**config.mk**
```make
export PLATFORM = sky130hd
export DESIGN_NAME = fcmd_decoder
export DESIGN_NICKNAME = d
export VERILOG_FILES = /design/src/rtl/fcmd_pkg.sv /design/src/rtl/fcmd_fifo_if.sv /design/src/rtl/fcmd_fifo.sv /design/src/rtl/fcmd_decoder.sv
export SDC_FILE = /design/constraint.sdc
export NUM_CORES = 1
export LEC_CHECK = 0
export BUFFER_PORTS_ARGS = -buffer_cell sky130_fd_sc_hd__clkbuf_2
export CAP_MARGIN = 25
export CORE_UTILIZATION = 54
export CTS_CLUSTER_DIAMETER = 200
export DETAILED_ROUTE_END_ITERATION = 10
export HOLD_SLACK_MARGIN = 0.15
export PLACE_DENSITY = 0.76
export SLEW_MARGIN = 20
export SYNTH_ARGS = -nofsm -noshare
export SYNTH_HDL_FRONTEND = slang
export SYNTH_SLANG_ARGS = --single-unit
```
**constraint.sdc**
```tcl
create_clock -name clock -period 3.7 [get_ports clock]
set_input_delay 1.11 -clock clock [delete_from_list [all_inputs] [get_ports clock]]
set_output_delay 1.11 -clock clock [all_outputs]
set_load 0.02 [all_outputs]
```
**src/rtl/fcmd_pkg.sv**
```systemverilog
// shared constants and types of the flash array command decoder
package fcmd_pkg;
  localparam logic [7:0] OP_DUAL_IO_READ = 8'hbb;
  localparam logic [7:0] OP_DUAL_OUTPUT_READ = 8'h3b;
  localparam logic [7:0] OP_QUAD_OUTPUT_READ = 8'h6b;
  localparam logic [7:0] OP_QUAD_IO_READ = 8'heb;
  localparam logic [7:0] OP_PAGE_WRITE = 8'h02;
  localparam logic [7:0] OP_QUAD_PAGE_WRITE = 8'h38;
  localparam logic [7:0] OP_SECTOR_WIPE = 8'h20;
  localparam logic [7:0] OP_HALF_BLOCK_WIPE = 8'h52;
  localparam logic [7:0] OP_BLOCK_WIPE = 8'hd8;
  localparam logic [7:0] OP_CHIP_WIPE_A = 8'h60;
  localparam logic [7:0] OP_CHIP_WIPE_B = 8'hc7;
  localparam logic [7:0] OP_QUAD_MODE_ENTER = 8'h35;
  localparam logic [7:0] OP_QUAD_MODE_EXIT = 8'hf5;
  localparam int BYTE_BITS = 8;
  localparam int ADDR_W = 24;
  localparam logic [1:0] ADDR_BYTES = 2'h3;
  localparam int PAGE_BYTES = 256;
  localparam int FIFO_DEPTH = 16;
  localparam int DUMMY_COUNT_LOW_BIT = 6;
  localparam int DUMMY_COUNT_HIGH_BIT = 7;
  localparam logic [3:0] DUMMY_CYC_0 = 4'h8;
  localparam logic [3:0] DUMMY_CYC_1 = 4'h6;
  localparam logic [3:0] DUMMY_CYC_2 = 4'h8;
  localparam logic [3:0] DUMMY_CYC_3 = 4'ha;
  localparam logic [2:0] LANES_1 = 3'h1;
  localparam logic [2:0] LANES_2 = 3'h2;
  localparam logic [2:0] LANES_4 = 3'h4;
  localparam logic [3:0] OE_DUAL = 4'h3;
  localparam logic [3:0] OE_QUAD = 4'hf;
  localparam logic [7:0] IDLE_BYTE = 8'hff;

  typedef enum logic [2:0] {
    fcmd_op_none, fcmd_op_page, fcmd_op_sector, fcmd_op_half_block,
    fcmd_op_block, fcmd_op_chip, fcmd_op_quad_enter, fcmd_op_quad_exit
  } fcmd_op_t;

  typedef enum logic [2:0] {
    st_idle, st_opcode, st_addr, st_dummy, st_rdata, st_wdata, st_tail, st_standby
  } fcmd_state_t;

  function automatic logic [3:0] dummy_cycles(input logic [1:0] dc);
    case (dc)
      2'h0: dummy_cycles = DUMMY_CYC_0;
      2'h1: dummy_cycles = DUMMY_CYC_1;
      2'h2: dummy_cycles = DUMMY_CYC_2;
      default: dummy_cycles = DUMMY_CYC_3;
    endcase
  endfunction
endpackage

```
**src/rtl/fcmd_fifo_if.sv**
```systemverilog
// valid/ready carrier between the decoder and its read-data fifo
`timescale 1ns/1ns
interface fcmd_fifo_if #(parameter int WIDTH = 8);
  logic in_valid;
  logic in_ready;
  logic [WIDTH-1:0] in_data;
  logic out_valid;
  logic out_ready;
  logic [WIDTH-1:0] out_data;
  logic clear;
  modport buffer (input in_valid, in_data, out_ready, clear, output in_ready, out_valid, out_data);
  modport user (output in_valid, in_data, out_ready, clear, input in_ready, out_valid, out_data);
endinterface

```
**src/rtl/fcmd_fifo.sv**
```systemverilog
// synchronous fifo for read data on its way to the serial lines
`timescale 1ns/1ns
module fcmd_fifo #(
  parameter int WIDTH = 8,
  parameter int DEPTH = 16
) (
  // system
  input wire logic clock,
  input wire logic srst,
  // stream
  fcmd_fifo_if.buffer bf
);
  localparam int AW = $clog2(DEPTH);
  logic [WIDTH-1:0] mem [DEPTH];
  logic [AW:0] wr_ptr_ff;
  logic [AW:0] rd_ptr_ff;
  logic full;
  logic empty;
  logic push;
  logic pop;

  if (WIDTH < 1 || DEPTH < 2 || (1 << AW) != DEPTH) begin : g_param_check
    $error("fifo depth must be a power of two");
  end

  assign empty = wr_ptr_ff == rd_ptr_ff;
  assign full = wr_ptr_ff == {~rd_ptr_ff[AW], rd_ptr_ff[AW-1:0]};
  assign bf.in_ready = !full && !bf.clear;
  assign bf.out_valid = !empty;
  assign bf.out_data = mem[rd_ptr_ff[AW-1:0]];
  assign push = bf.in_valid && bf.in_ready;
  assign pop = bf.out_ready && !empty;

  always_ff @(posedge clock) begin
    if (push) begin
      mem[wr_ptr_ff[AW-1:0]] <= bf.in_data;
    end
  end

  // clear drops a stale prefetch when the frame ends
  always_ff @(posedge clock) begin
    if (srst || bf.clear) begin
      wr_ptr_ff <= '0;
      rd_ptr_ff <= '0;
    end else begin
      if (push) wr_ptr_ff <= wr_ptr_ff + 1'b1;
      if (pop) rd_ptr_ff <= rd_ptr_ff + 1'b1;
    end
  end
endmodule // fcmd_fifo

```
**src/rtl/fcmd_decoder.sv**
```systemverilog
// serial flash array command decoder and bus-phase sequencer
// Functional notes
// dual io read: address, dummy and data all on two lines, single-line mode
// dual output read only in single-line mode, data on two lines until deselect
// quad output read only in single-line mode, data on four lines until deselect
// quad io read in both modes: address, dummy, data on four lines
// dummy cycle count follows configuration bits 6 and 7; host matches it
// page write in both modes, one to 256 data bytes after the address
// quad page write only in single-line mode, data on four lines
// sector wipe with three address bytes, both modes
// half block wipe with three address bytes, both modes
// block wipe with three address bytes, both modes
// host frames the quad mode exit byte on all four lines
// either chip wipe opcode, no address, wipes the array, both modes
// after quad mode exit, opcodes are taken on one line
// write, wipe and mode commands need deselect on a byte boundary, else rejected; a deselect in the address phase gives neither cmd_valid nor cmd_reject
// inputs sampled on clock rise, outputs shifted on clock fall
// unknown opcode: release outputs and wait for the next select
`timescale 1ns/1ns
module fcmd_decoder import fcmd_pkg::*; #(
  parameter int DEPTH = FIFO_DEPTH
) (
  // system
  input wire logic clock,
  input wire logic srst,
  // serial pins
  input wire logic cs_n,
  input wire logic sclk,
  input wire logic [3:0] four_data_lines_in,
  output logic [3:0] four_data_lines_out,
  output logic [3:0] four_data_lines_oe,
  // configuration
  input wire logic [7:0] config_reg,
  // array read stream
  output logic rd_start,
  output logic [ADDR_W-1:0] rd_addr,
  input wire logic [BYTE_BITS-1:0] rd_data,
  input wire logic rd_valid,
  output logic rd_ready,
  output logic rd_underrun,
  // program data
  output logic [BYTE_BITS-1:0] wr_data,
  output logic wr_valid,
  // commands
  output logic cmd_valid,
  output fcmd_op_t cmd_op,
  output logic [ADDR_W-1:0] cmd_addr,
  output logic cmd_reject,
  output logic quad_command_mode
);
  if (DEPTH < 2) begin : g_depth_check
    $error("read fifo too shallow");
  end

  fcmd_fifo_if #(.WIDTH(BYTE_BITS)) bf ();

  fcmd_fifo #(.WIDTH(BYTE_BITS), .DEPTH(DEPTH)) u_fifo (
    .clock(clock),
    .srst(srst),
    .bf(bf.buffer)
  );

  // pins cross into the clock domain through two flops
  logic cs_m_ff, cs_s_ff, cs_d_ff;
  logic sclk_m_ff, sclk_s_ff, sclk_d_ff;
  logic [3:0] din_m_ff, din_s_ff;
  always_ff @(posedge clock) begin
    if (srst) begin
      cs_m_ff <= 1'b1;
      cs_s_ff <= 1'b1;
      cs_d_ff <= 1'b1;
      sclk_m_ff <= 1'b0;
      sclk_s_ff <= 1'b0;
      sclk_d_ff <= 1'b0;
      din_m_ff <= 4'h0;
      din_s_ff <= 4'h0;
    end else begin
      cs_m_ff <= cs_n;
      cs_s_ff <= cs_m_ff;
      cs_d_ff <= cs_s_ff;
      sclk_m_ff <= sclk;
      sclk_s_ff <= sclk_m_ff;
      sclk_d_ff <= sclk_s_ff;
      din_m_ff <= four_data_lines_in;
      din_s_ff <= din_m_ff;
    end
  end

  logic cs_high, cs_fall, sclk_rise, sclk_fall;
  assign cs_high = cs_s_ff;
  assign cs_fall = !cs_s_ff && cs_d_ff;
  assign sclk_rise = sclk_s_ff && !sclk_d_ff && !cs_high;
  assign sclk_fall = !sclk_s_ff && sclk_d_ff && !cs_high;

  function automatic logic is_read(input logic [7:0] op);
    is_read = op == OP_DUAL_IO_READ || op == OP_DUAL_OUTPUT_READ ||
              op == OP_QUAD_OUTPUT_READ || op == OP_QUAD_IO_READ;
  endfunction

  function automatic logic is_wipe(input logic [7:0] op);
    is_wipe = op == OP_SECTOR_WIPE || op == OP_HALF_BLOCK_WIPE || op == OP_BLOCK_WIPE;
  endfunction

  function automatic logic is_single_only(input logic [7:0] op);
    is_single_only = op == OP_DUAL_IO_READ || op == OP_DUAL_OUTPUT_READ ||
                     op == OP_QUAD_OUTPUT_READ || op == OP_QUAD_PAGE_WRITE || op == OP_QUAD_MODE_ENTER;
  endfunction

  function automatic fcmd_op_t op_kind(input logic [7:0] op);
    case (op)
      OP_PAGE_WRITE, OP_QUAD_PAGE_WRITE: op_kind = fcmd_op_page;
      OP_SECTOR_WIPE: op_kind = fcmd_op_sector;
      OP_HALF_BLOCK_WIPE: op_kind = fcmd_op_half_block;
      OP_BLOCK_WIPE: op_kind = fcmd_op_block;
      OP_CHIP_WIPE_A, OP_CHIP_WIPE_B: op_kind = fcmd_op_chip;
      OP_QUAD_MODE_ENTER: op_kind = fcmd_op_quad_enter;
      OP_QUAD_MODE_EXIT: op_kind = fcmd_op_quad_exit;
      default: op_kind = fcmd_op_none;
    endcase
  endfunction

  function automatic logic [7:0] shift_in(input logic [7:0] sh, input logic [3:0] d, input logic [2:0] n);
    case (n)
      LANES_1: shift_in = {sh[6:0], d[0]};
      LANES_2: shift_in = {sh[5:0], d[1:0]};
      default: shift_in = {sh[3:0], d};
    endcase
  endfunction

  function automatic logic [3:0] lane_out(input logic [7:0] b, input logic [2:0] n);
    lane_out = (n == LANES_2) ? {2'b00, b[7:6]} : b[7:4];
  endfunction

  fcmd_state_t state_ff;
  logic quad_ff;
  logic [7:0] op_ff;
  logic [7:0] sh_ff;
  logic [2:0] bitcnt_ff;
  logic [8:0] nbytes_ff;
  logic [ADDR_W-1:0] addr_ff;
  logic [3:0] dummy_ff;
  logic [7:0] out_sh_ff;
  logic [2:0] out_cnt_ff;
  logic [2:0] in_lanes, out_lanes;
  logic [7:0] new_byte;
  logic byte_done, commit_ok;

  // in quad command mode every phase runs on four lines
  always_comb begin
    in_lanes = LANES_1;
    if (quad_ff) in_lanes = LANES_4;
    else if (state_ff == st_addr && op_ff == OP_DUAL_IO_READ) in_lanes = LANES_2;
    else if (state_ff == st_addr && op_ff == OP_QUAD_IO_READ) in_lanes = LANES_4;
    else if (state_ff == st_wdata && op_ff == OP_QUAD_PAGE_WRITE) in_lanes = LANES_4;
  end
  assign out_lanes = (op_ff == OP_DUAL_IO_READ || op_ff == OP_DUAL_OUTPUT_READ) ? LANES_2 : LANES_4;
  assign new_byte = shift_in(sh_ff, din_s_ff, in_lanes);
  assign byte_done = sclk_rise && 3'(bitcnt_ff + in_lanes) == 3'h0;
  assign commit_ok = bitcnt_ff == 3'h0 && (state_ff == st_tail || (state_ff == st_wdata && nbytes_ff != 9'h0));

  // phase sequencer
  always_ff @(posedge clock) begin
    if (srst) begin
      state_ff <= st_idle;
      op_ff <= 8'h00;
      sh_ff <= 8'h00;
      bitcnt_ff <= 3'h0;
      nbytes_ff <= 9'h0;
      addr_ff <= '0;
      dummy_ff <= 4'h0;
    end else if (cs_high) begin
      state_ff <= st_idle;
      bitcnt_ff <= 3'h0;
    end else if (state_ff == st_idle) begin
      if (cs_fall) state_ff <= st_opcode;
      nbytes_ff <= 9'h0;
    end else if (sclk_rise) begin
      sh_ff <= new_byte;
      bitcnt_ff <= 3'(bitcnt_ff + in_lanes);
      case (state_ff)
        st_opcode: if (byte_done) begin
          op_ff <= new_byte;
          if (quad_ff ? (is_single_only(new_byte) || new_byte == OP_DUAL_OUTPUT_READ) : new_byte == OP_QUAD_MODE_EXIT)
            state_ff <= st_standby;
          else if (is_read(new_byte) || is_wipe(new_byte) || op_kind(new_byte) == fcmd_op_page)
            state_ff <= st_addr;
          else if (op_kind(new_byte) != fcmd_op_none)
            state_ff <= st_tail;
          else
            state_ff <= st_standby;
        end
        st_addr: if (byte_done) begin
          addr_ff <= {addr_ff[ADDR_W-9:0], new_byte};
          nbytes_ff <= 9'(nbytes_ff + 1'b1);
          if (nbytes_ff[1:0] == ADDR_BYTES - 2'h1) begin
            nbytes_ff <= 9'h0;
            if (is_read(op_ff)) begin
              state_ff <= st_dummy;
              dummy_ff <= dummy_cycles({config_reg[DUMMY_COUNT_HIGH_BIT], config_reg[DUMMY_COUNT_LOW_BIT]});
            end else if (is_wipe(op_ff)) begin
              state_ff <= st_tail;
            end else begin
              state_ff <= st_wdata;
            end
          end
        end
        st_dummy: begin
          dummy_ff <= dummy_ff - 4'h1;
          if (dummy_ff == 4'h1) state_ff <= st_rdata;
        end
        st_wdata: if (byte_done && nbytes_ff != 9'(PAGE_BYTES)) nbytes_ff <= 9'(nbytes_ff + 1'b1);
        st_rdata, st_tail, st_standby: ;
        default: state_ff <= st_standby;
      endcase
    end
  end

  // every read, dual or quad, asks the array for data once the address is complete
  always_ff @(posedge clock) begin
    if (srst) begin
      rd_start <= 1'b0;
      rd_addr <= '0;
    end else begin
      rd_start <= state_ff == st_addr && byte_done && nbytes_ff[1:0] == ADDR_BYTES - 2'h1 && is_read(op_ff);
      if (state_ff == st_addr && byte_done) rd_addr <= {addr_ff[ADDR_W-9:0], new_byte};
    end
  end

  // program bytes go out as they complete; page wrap is left to the array
  always_ff @(posedge clock) begin
    if (srst) begin
      wr_valid <= 1'b0;
      wr_data <= 8'h00;
    end else begin
      wr_valid <= state_ff == st_wdata && byte_done && !cs_high;
      if (state_ff == st_wdata && byte_done) wr_data <= new_byte;
    end
  end

  // commit or reject at deselect
  always_ff @(posedge clock) begin
    if (srst) begin
      cmd_valid <= 1'b0;
      cmd_reject <= 1'b0;
      cmd_op <= fcmd_op_none;
      cmd_addr <= '0;
      quad_ff <= 1'b0;
    end else begin
      cmd_valid <= 1'b0;
      cmd_reject <= 1'b0;
      if (cs_high && !cs_d_ff && (state_ff == st_tail || state_ff == st_wdata)) begin
        cmd_valid <= commit_ok;
        cmd_reject <= !commit_ok;
        cmd_op <= op_kind(op_ff);
        cmd_addr <= addr_ff;
        if (commit_ok && op_ff == OP_QUAD_MODE_EXIT) quad_ff <= 1'b0;
        if (commit_ok && op_ff == OP_QUAD_MODE_ENTER) quad_ff <= 1'b1;
      end
    end
  end
  assign quad_command_mode = quad_ff;

  // read data leaves on the falling edge, so it stands for the host's rising edge
  logic pop;
  logic [7:0] fresh;
  assign pop = state_ff == st_rdata && sclk_fall && out_cnt_ff == 3'h0 && bf.out_valid;
  assign fresh = bf.out_valid ? bf.out_data : IDLE_BYTE;
  always_ff @(posedge clock) begin
    if (srst || cs_high || state_ff != st_rdata) begin
      four_data_lines_out <= 4'h0;
      four_data_lines_oe <= 4'h0;
      out_sh_ff <= 8'h00;
      out_cnt_ff <= 3'h0;
      rd_underrun <= 1'b0;
    end else if (sclk_fall) begin
      four_data_lines_oe <= (out_lanes == LANES_2) ? OE_DUAL : OE_QUAD;
      rd_underrun <= out_cnt_ff == 3'h0 && !bf.out_valid;
      if (out_cnt_ff == 3'h0) begin
        four_data_lines_out <= lane_out(fresh, out_lanes);
        out_sh_ff <= fresh << out_lanes;
        out_cnt_ff <= 3'(BYTE_BITS - 32'(out_lanes));
      end else begin
        four_data_lines_out <= lane_out(out_sh_ff, out_lanes);
        out_sh_ff <= out_sh_ff << out_lanes;
        out_cnt_ff <= 3'(out_cnt_ff - out_lanes);
      end
    end
  end

  assign bf.in_valid = rd_valid;
  assign bf.in_data = rd_data;
  assign rd_ready = bf.in_ready;
  assign bf.out_ready = pop;
  assign bf.clear = cs_high;
endmodule // fcmd_decoder

```
==> results of run 1 <==
[flip-flops by register name, summed over array words and instances, names as in the netlist, 5 cells and up, named ones only]
signal,flops
addr_ff,24
out_sh_ff,8
rd_addr,24
op_ff,8
sh_ff,7
cmd_addr,24
wr_data,8
nbytes_ff,9
u_fifo.mem,128
u_fifo.rd_ptr_ff,5
u_fifo.wr_ptr_ff,5
[cell usage in the layout (no fill, tap or decap), types with 10 or more instances in the layout]
master / instances
dfxtp_1: 166
nand2_1: 131
edfxtp_1: 128
nor2_1: 123
a21oi_1: 101
clkbuf_2: 94
mux4_2: 40
buf_4: 40
clkbuf_16: 30
a211oi_1: 22
inv_1: 19
xor2_1: 18
nand3_1: 18
nor3_1: 17
o21ai_0: 16
nor2b_1: 15
clkbuf_1: 13
o21a_1: 12
and3_1: 10
xnor2_1: 10
[kinds of logic after synthesis]
family	after synthesis
mux	49
xor+xnor	28
flops	295
fa+ha+maj	10
simple gates	389
buf+inv	86
compound gates	196
[final timing paths]
| path | start | end | slack [ns] |
|---|---|---|---|
| setup / recovery | op_ff[5] | state_ff[2] | 0.23 |
| hold / removal | cs_m_ff | bf.clear | 0.43 |
| setup reg to reg | op_ff[5] | state_ff[2] | 0.23 |
| hold reg to reg | cs_m_ff | bf.clear | 0.43 |
[where the power goes]
group          switching (mW)  internal (mW)  total [mW]
combinational          0.0894         0.0417       0.131
clock                    1.22           1.66        2.88
sequential            0.00667           3.40        3.41
total                    1.32           5.10        6.42
[metal layers]
| metal | part of all wire [%] | wire, um | global-route usage, % |
|---|---|---|---|
| met5 | 0 | 0 | 0 |
| met4 | 3.1 | 796 | 7.38 |
| met3 | 4.8 | 1240 | 3.38 |
| met2 | 47 | 12200 | 35.9 |
| met1 | 46 | 11900 | 31.9 |
[layout make-up]
class	instances	area (sq um)
Fill cell	1698	7980
Inverter	20	75.1
Multi-Input combinational cell	672	4570
Clock buffer	53	911
Clock inverter	3	40.0
Sequential cell	295	7190
Timing Repair Buffer	132	776
Tap cell	280	350
[stage by stage]
step	cells	util, %	area, sq um
after global routing	1455	63.6	13900
after detailed placement	1398	59.1	12900
after floorplan	1053	-	12100
after CTS	1454	63.4	13900
after global placement	1398	59.1	12900
final	1455	63.6	13900
[repair_timing]
action                                  4_1_cts  5_1_grt
setup buffers                                 0        1
endpoints found under the setup margin        0       15
gates resized for setup                       0        3
hold endpoints to repair                      0        0
==> qor.csv, run 1 <==
metric;value;unit
status;finished clean;
fin crit share;93.9;%
boundary pin count;99;
startpoint class of the critical path;flip-flop;
Syn Area/Cell;11.5;sq um
ys flop type;dfxtp_1;
DIE WIDTH;152;um
GRT Util Overall;22.6;%
worst hold stages;1;
post-synthesis sequential area ratio;59.4;%
DR vias;8283;
largest family of logic cells by synthesized area;simple AND/OR/NAND/NOR gates;
row count;54;
Worst-Skew Late Latency;0.59;ns
vias in the first global route;7667;
worst-path cell chain;and4b_1 -> nand4_1 -> inv_1 -> nand3b_1 -> fa_1 -> xor2_1 -> nand3_2 -> a21oi_4 -> a21oi_1 -> o221ai_1 -> o211ai_1 -> o41ai_1;
htree depth;1;
port bufs;92;
Yosys cell types;76;
drt pass-1 iters;6;
top cells by area, synth;edfxtp_1 32%, dfxtp_1 28%, mux4_2 7.4%, a21oi_1 4.2%, nand2_1 4.1%;
kind of critical path;flip-flop to flip-flop;
Synth top area share;31.7;%
Total Routed Length;26100;um
Post-Synth XOR/XNOR Area;2.03;%
YS warnings;0;
total negative slack;0;ns
Core ar.;21900;sq um
mux contribution to synthesized area;8.18;%
largest net degree at the start of global routing;94;
Place WS;0.183;ns
GRT overflow;0;
endpoints failing setup;0;
CTS tree;done;
DR iter-0 viols;701;
Max VDD drop;445;uV
Post-Synth Simple-Gate Area;15.5;%
most common cell in the netlist;dfxtp_1;
antenna-violating nets left;0;
Area growth syn-to-layout;14.9;%
RSZ-0062 raised after global routing;false;
slew margin rel.;35.1;%
Hold Violations, Final;0;
CTS clk-pin slew, worst paths;0.06;ns
CP top delay family;compound AO/OA/AOI/OAI gates;
slowest CP cell;dfxtp_1;
Slew @ Worst Pin;0.974;ns
most instantiated cells after synthesis;167 x dfxtp_1, 131 x nand2_1, 128 x edfxtp_1, 123 x nor2_1, 101 x a21oi_1;
Die Ht;152;um
Slew Viols, Final;0;
worst path required time;4.13;ns
clock sink count;295;
Post-route DRC;0;
Routed wire per std cell;17.9;um
EDFF count, synth;128;
Max FO, Critical Path;10;
overall power;6.42;mW
fraction of layout cells with a size suffix above 1;21.2;%
Compound-Gate Fraction of Synth Area;10.7;%
top cell type by total area after synthesis;edfxtp_1;
CP Capture Type;flip-flop;
Post-Synth Adder-Cell Area;1.10;%
GP Congestion;0.941;
Crit path depth;12;
Post-DP HPWL;17300;um
Worst path max stage delay;0.51;ns
Tmin final;3.47;ns
clock skew;0.0427;ns
die area;23000;sq um
DR vias/cell;5.69;
first-pass GRT wire length;40400;um
Reg2Reg Depth;12;
Worst Hold Class;flip-flop to flip-flop;
WP buf/inv;1;
Synth Net Count;1088;
initial core utilization;55.3;%
Fmax achieved;0.288;GHz
initial antenna violation count;0;
Pwr Density;461;nW/um^2
Post-synth ARST share;0;%
final net count;1186;
# hold bufs at CTS;0;
clk root buf;clkbuf_16;
WHS;0.430;ns
clock buffer depth;3;
Cell Area, Synth;12100;sq um
fin worst setup slack;0.225;ns
Yosys reg bits;295;
Max-cap violations;0;
Static Leak;4.85;nW
WP data arrival;3.90;ns
Synth Instances;1053;
# diodes;0;
CTS Buf Count;30;
Power figures use the tool's default switching activity.
==> inputs of run 2 (changes only) <==
--- a/config.mk
+++ b/config.mk
@@ -5,6 +5,7 @@
 export SDC_FILE = /design/constraint.sdc
 export NUM_CORES = 1
 export LEC_CHECK = 0
+export ABC_AREA = 1
 export BUFFER_PORTS_ARGS = -buffer_cell sky130_fd_sc_hd__clkbuf_2
 export CAP_MARGIN = 25
 export CORE_UTILIZATION = 54
==> qor.csv, run 2 <==
metric;value;unit;change
status;finished, violations left;;
failing checks;DRC;;
top cell type by total area after synthesis;edfxtp_1;;
Synth top area share;31.6;%;-0.11 points
ys flop type;dfxtp_1;;
Slew @ Worst Pin;0.820;ns;-0.154 ns
GP Congestion;0.854;;-9.3%
final net count;1429;;+20%
CTS tree;done;;
YS warnings;0;;unchanged
Synth Net Count;1341;;+23%
Slew Viols, Final;0;;unchanged
commonest non-fill, non-tap cells in the layout;187 x nor2_1, 166 x dfxtp_1, 163 x o21ai_0;;
Die Ht;152;um;+0.17%
antenna-violating nets left;0;;unchanged
kind of critical path;flip-flop to flip-flop;;
Max FO, Critical Path;12;;+2
post-synthesis sequential area ratio;59.2;%;-0.20 points
port bufs;92;;unchanged
fin crit share;92.0;%;-1.9 points
drt pass-1 iters;8;;+2
Routed wire per std cell;16.4;um;-8.6%
startpoint class of the critical path;flip-flop;;
Max VDD drop;402;uV;-9.7%
# hold bufs at CTS;0;;unchanged
CTS Buf Count;29;;-3.3%
Yosys reg bits;295;;unchanged
htree depth;1;;unchanged
fraction of layout cells with a size suffix above 1;15.1;%;-6.1 points
vias in the first global route;9008;;+17%
top cells by area, synth;edfxtp_1 32%, dfxtp_1 28%, o21ai_0 6.7%, nor2_1 5.8%, a21oi_1 5.0%;;
Fmax achieved;0.294;GHz;+2.1%
CP Capture Type;flip-flop;;
reg-to-reg critical path endpoint;nbytes_ff[5];;
WP data arrival;3.83;ns;-0.07 ns
Pwr Density;465;nW/um^2;+0.70%
Tmin final;3.40;ns;-0.0713 ns
Worst Hold Class;flip-flop to flip-flop;;
DR iter-0 viols;564;;-20%
Synth Instances;1306;;+24%
Area growth syn-to-layout;14.3;%;
initial antenna violation count;0;;unchanged
worst-path cell chain;inv_2 -> nand2_2 -> nor2_4 -> nand3_2 -> nand2_2 -> nor2_8 -> ha_1 -> inv_1 -> fa_1 -> xor2_1 -> xor2_2 -> and2_2 -> nor2_1 -> nor2_1 -> nand2_2 -> o21ai_4 -> buf_12 -> nor3b_2;;
Worst path max stage delay;0.50;ns;about the same
R2R Setup Slk;0.30;ns;+0.07 ns
total negative slack;0;ns;unchanged
WHS;0.402;ns;-0.0285 ns
DR vias;9363;;+13%
Core ar.;22000;sq um;+0.31%
most common cell after layout, fill and taps aside;nor2_1;;
sequential cell area;7190;sq um;unchanged
Yosys cell types;57;;-25%
most instantiated cells after synthesis;187 x nor2_1, 167 x dfxtp_1, 163 x o21ai_0, 153 x inv_1, 128 x edfxtp_1;;
# fillers;1777;;+4.7%
slowest CP cell;dfxtp_1;;
clock sink count;295;;unchanged
clk root buf;clkbuf_16;;
EDFF count, synth;128;;unchanged
max reg flops;128;;unchanged
Cell Area, Synth;12100;sq um;+0.34%
most used cell along the critical path;nand2_2;;
reg-to-reg startpoint;state_ff[0];;
Hold Violations, Final;0;;unchanged
Post-route DRC;3;;+3
Post-DP HPWL;18300;um;+5.9%
largest net degree at the start of global routing;74;;-21%
initial core utilization;55.3;%;about the same
boundary pin count;99;;unchanged
CTS clk-pin slew, worst paths;0.06;ns;about the same
final core utilization;63.2;%;-0.34 points
GRT Util Overall;23.8;%;+1.2 points
Worst-Skew Late Latency;0.54;ns;-0.05 ns
DR vias/cell;5.52;;-3.0%
Worst Setup EP;nbytes_ff[5];;
Max-cap violations;0;;unchanged
overall power;6.45;mW;+0.46%
Syn Area/Cell;9.30;sq um;-19%
first-pass GRT wire length;44500;um;+9.9%
# diodes;0;;unchanged
clock skew;0.0288;ns;-0.0139 ns
worst path required time;4.12;ns;about the same
row count;54;;unchanged
DIE WIDTH;152;um;+0.17%
Multi-input gate area;4120;sq um;-9.9%
CP Launch Point;state_ff[0];;
Static Leak;5.33;nW;+10%
die area;23100;sq um;+0.34%
RSZ-0062 raised after global routing;false;;
Post-synth ARST share;0;%;unchanged
clock buffer depth;3;;unchanged
most common cell in the netlist;nor2_1;;
Reg2Reg Depth;18;;+6
slew margin rel.;45.1;%;+10 points
Total Routed Length;27800;um;+6.5%
GRT overflow;0;;unchanged
endpoints failing setup;0;;unchanged
-- run 2: cell types whose count changed in the layout (fill, tap and decap cells not counted), moves of 12 or more --
cell / delta
nor2_1: +64
xor2_1: -13
a211oi_1: -18
nand3_1: +20
nor2b_1: -15
o221ai_1: +26
mux4_2: -40
inv_1: +133
nand2_1: -12
o21ai_0: +147
buf_4: -22
a21oi_1: +21
-- run 2: worst max-delay path: cells and delay by family, from the launching register on --
family / cells / cell delay [ns]
AOI/OAI and AO/OA: 1 / 0.27
xor gates and xnor gates: 2 / 0.39
adders and majority gates: 2 / 0.55
buffers and inverters: 3 / 0.28
DFF: 1 / 0.50
and+or+nand+nor: 10 / 1.27
-- run 2: metrics by stage --
| stage | worst slack [ns] | instances | area [sq um] |
|---|---|---|---|
| after floorplan | 0.738 | 1306 | 12100 |
| after global placement | 0.254 | 1641 | 12900 |
| after detailed placement | 0.167 | 1641 | 12900 |
| after CTS | 0.149 | 1694 | 13800 |
| after global routing | 0.0265 | 1696 | 13900 |
| final | 0.296 | 1696 | 13900 |
-- run 2: what timing repair did --
item,CTS,global route
setup buffers,0,1
endpoints found under the setup margin,0,14
resized for setup,0,2
-- run 2: area by class of cell --
type,instances,area share [%]
flip-flops and latches,295,51.8
multi-input cells,791,29.7
clock buffers,32,5.31
repair buffers,113,4.69
inverters,164,4.43
well taps,280,2.52
clock inverters,21,1.57
-- run 2: logic make-up after synthesis --
group / count (synthesis) / synth area share, %
AND/OR/NAND/NOR: 413 / 15.3
XOR/XNOR: 7 / 0.566
buffers and inverters: 220 / 6.98
adder cells (fa/ha/maj): 10 / 1.09
AO/OA/AOI/OAI: 361 / 16.9
flip-flops: 295 / 59.2
-- run 2: worst min path at each step --
stage | startpoint | endpoint | slack, ns | cells past startpoint
floorplan | din_m_ff[0] | din_s_ff[0] | 0.39 | 2
global placement | cs_m_ff | bf.clear | 0.39 | 1
detailed placement | din_m_ff[3] | din_s_ff[3] | 0.40 | 2
CTS | din_m_ff[3] | din_s_ff[3] | 0.40 | 2
global route | din_m_ff[3] | din_s_ff[3] | 0.42 | 2
finish | din_m_ff[3] | din_s_ff[3] | 0.40 | 2
-- run 2: report_power, final --
| group | internal [mW] | switching [mW] |
|---|---|---|
| sequential | 3.40 | 0.00570 |
| combinational | 0.0275 | 0.0746 |
| clock | 1.72 | 1.22 |
-- run 2: routing by layer --
layer  up-vias  routed length [um]  GRT usage [%]
met5         -                   0              0
met4         0                 729           8.70
met3        48                1540           3.57
met2       292               14000           42.7
met1      4395               11500           29.1
li1       4628                   -              -
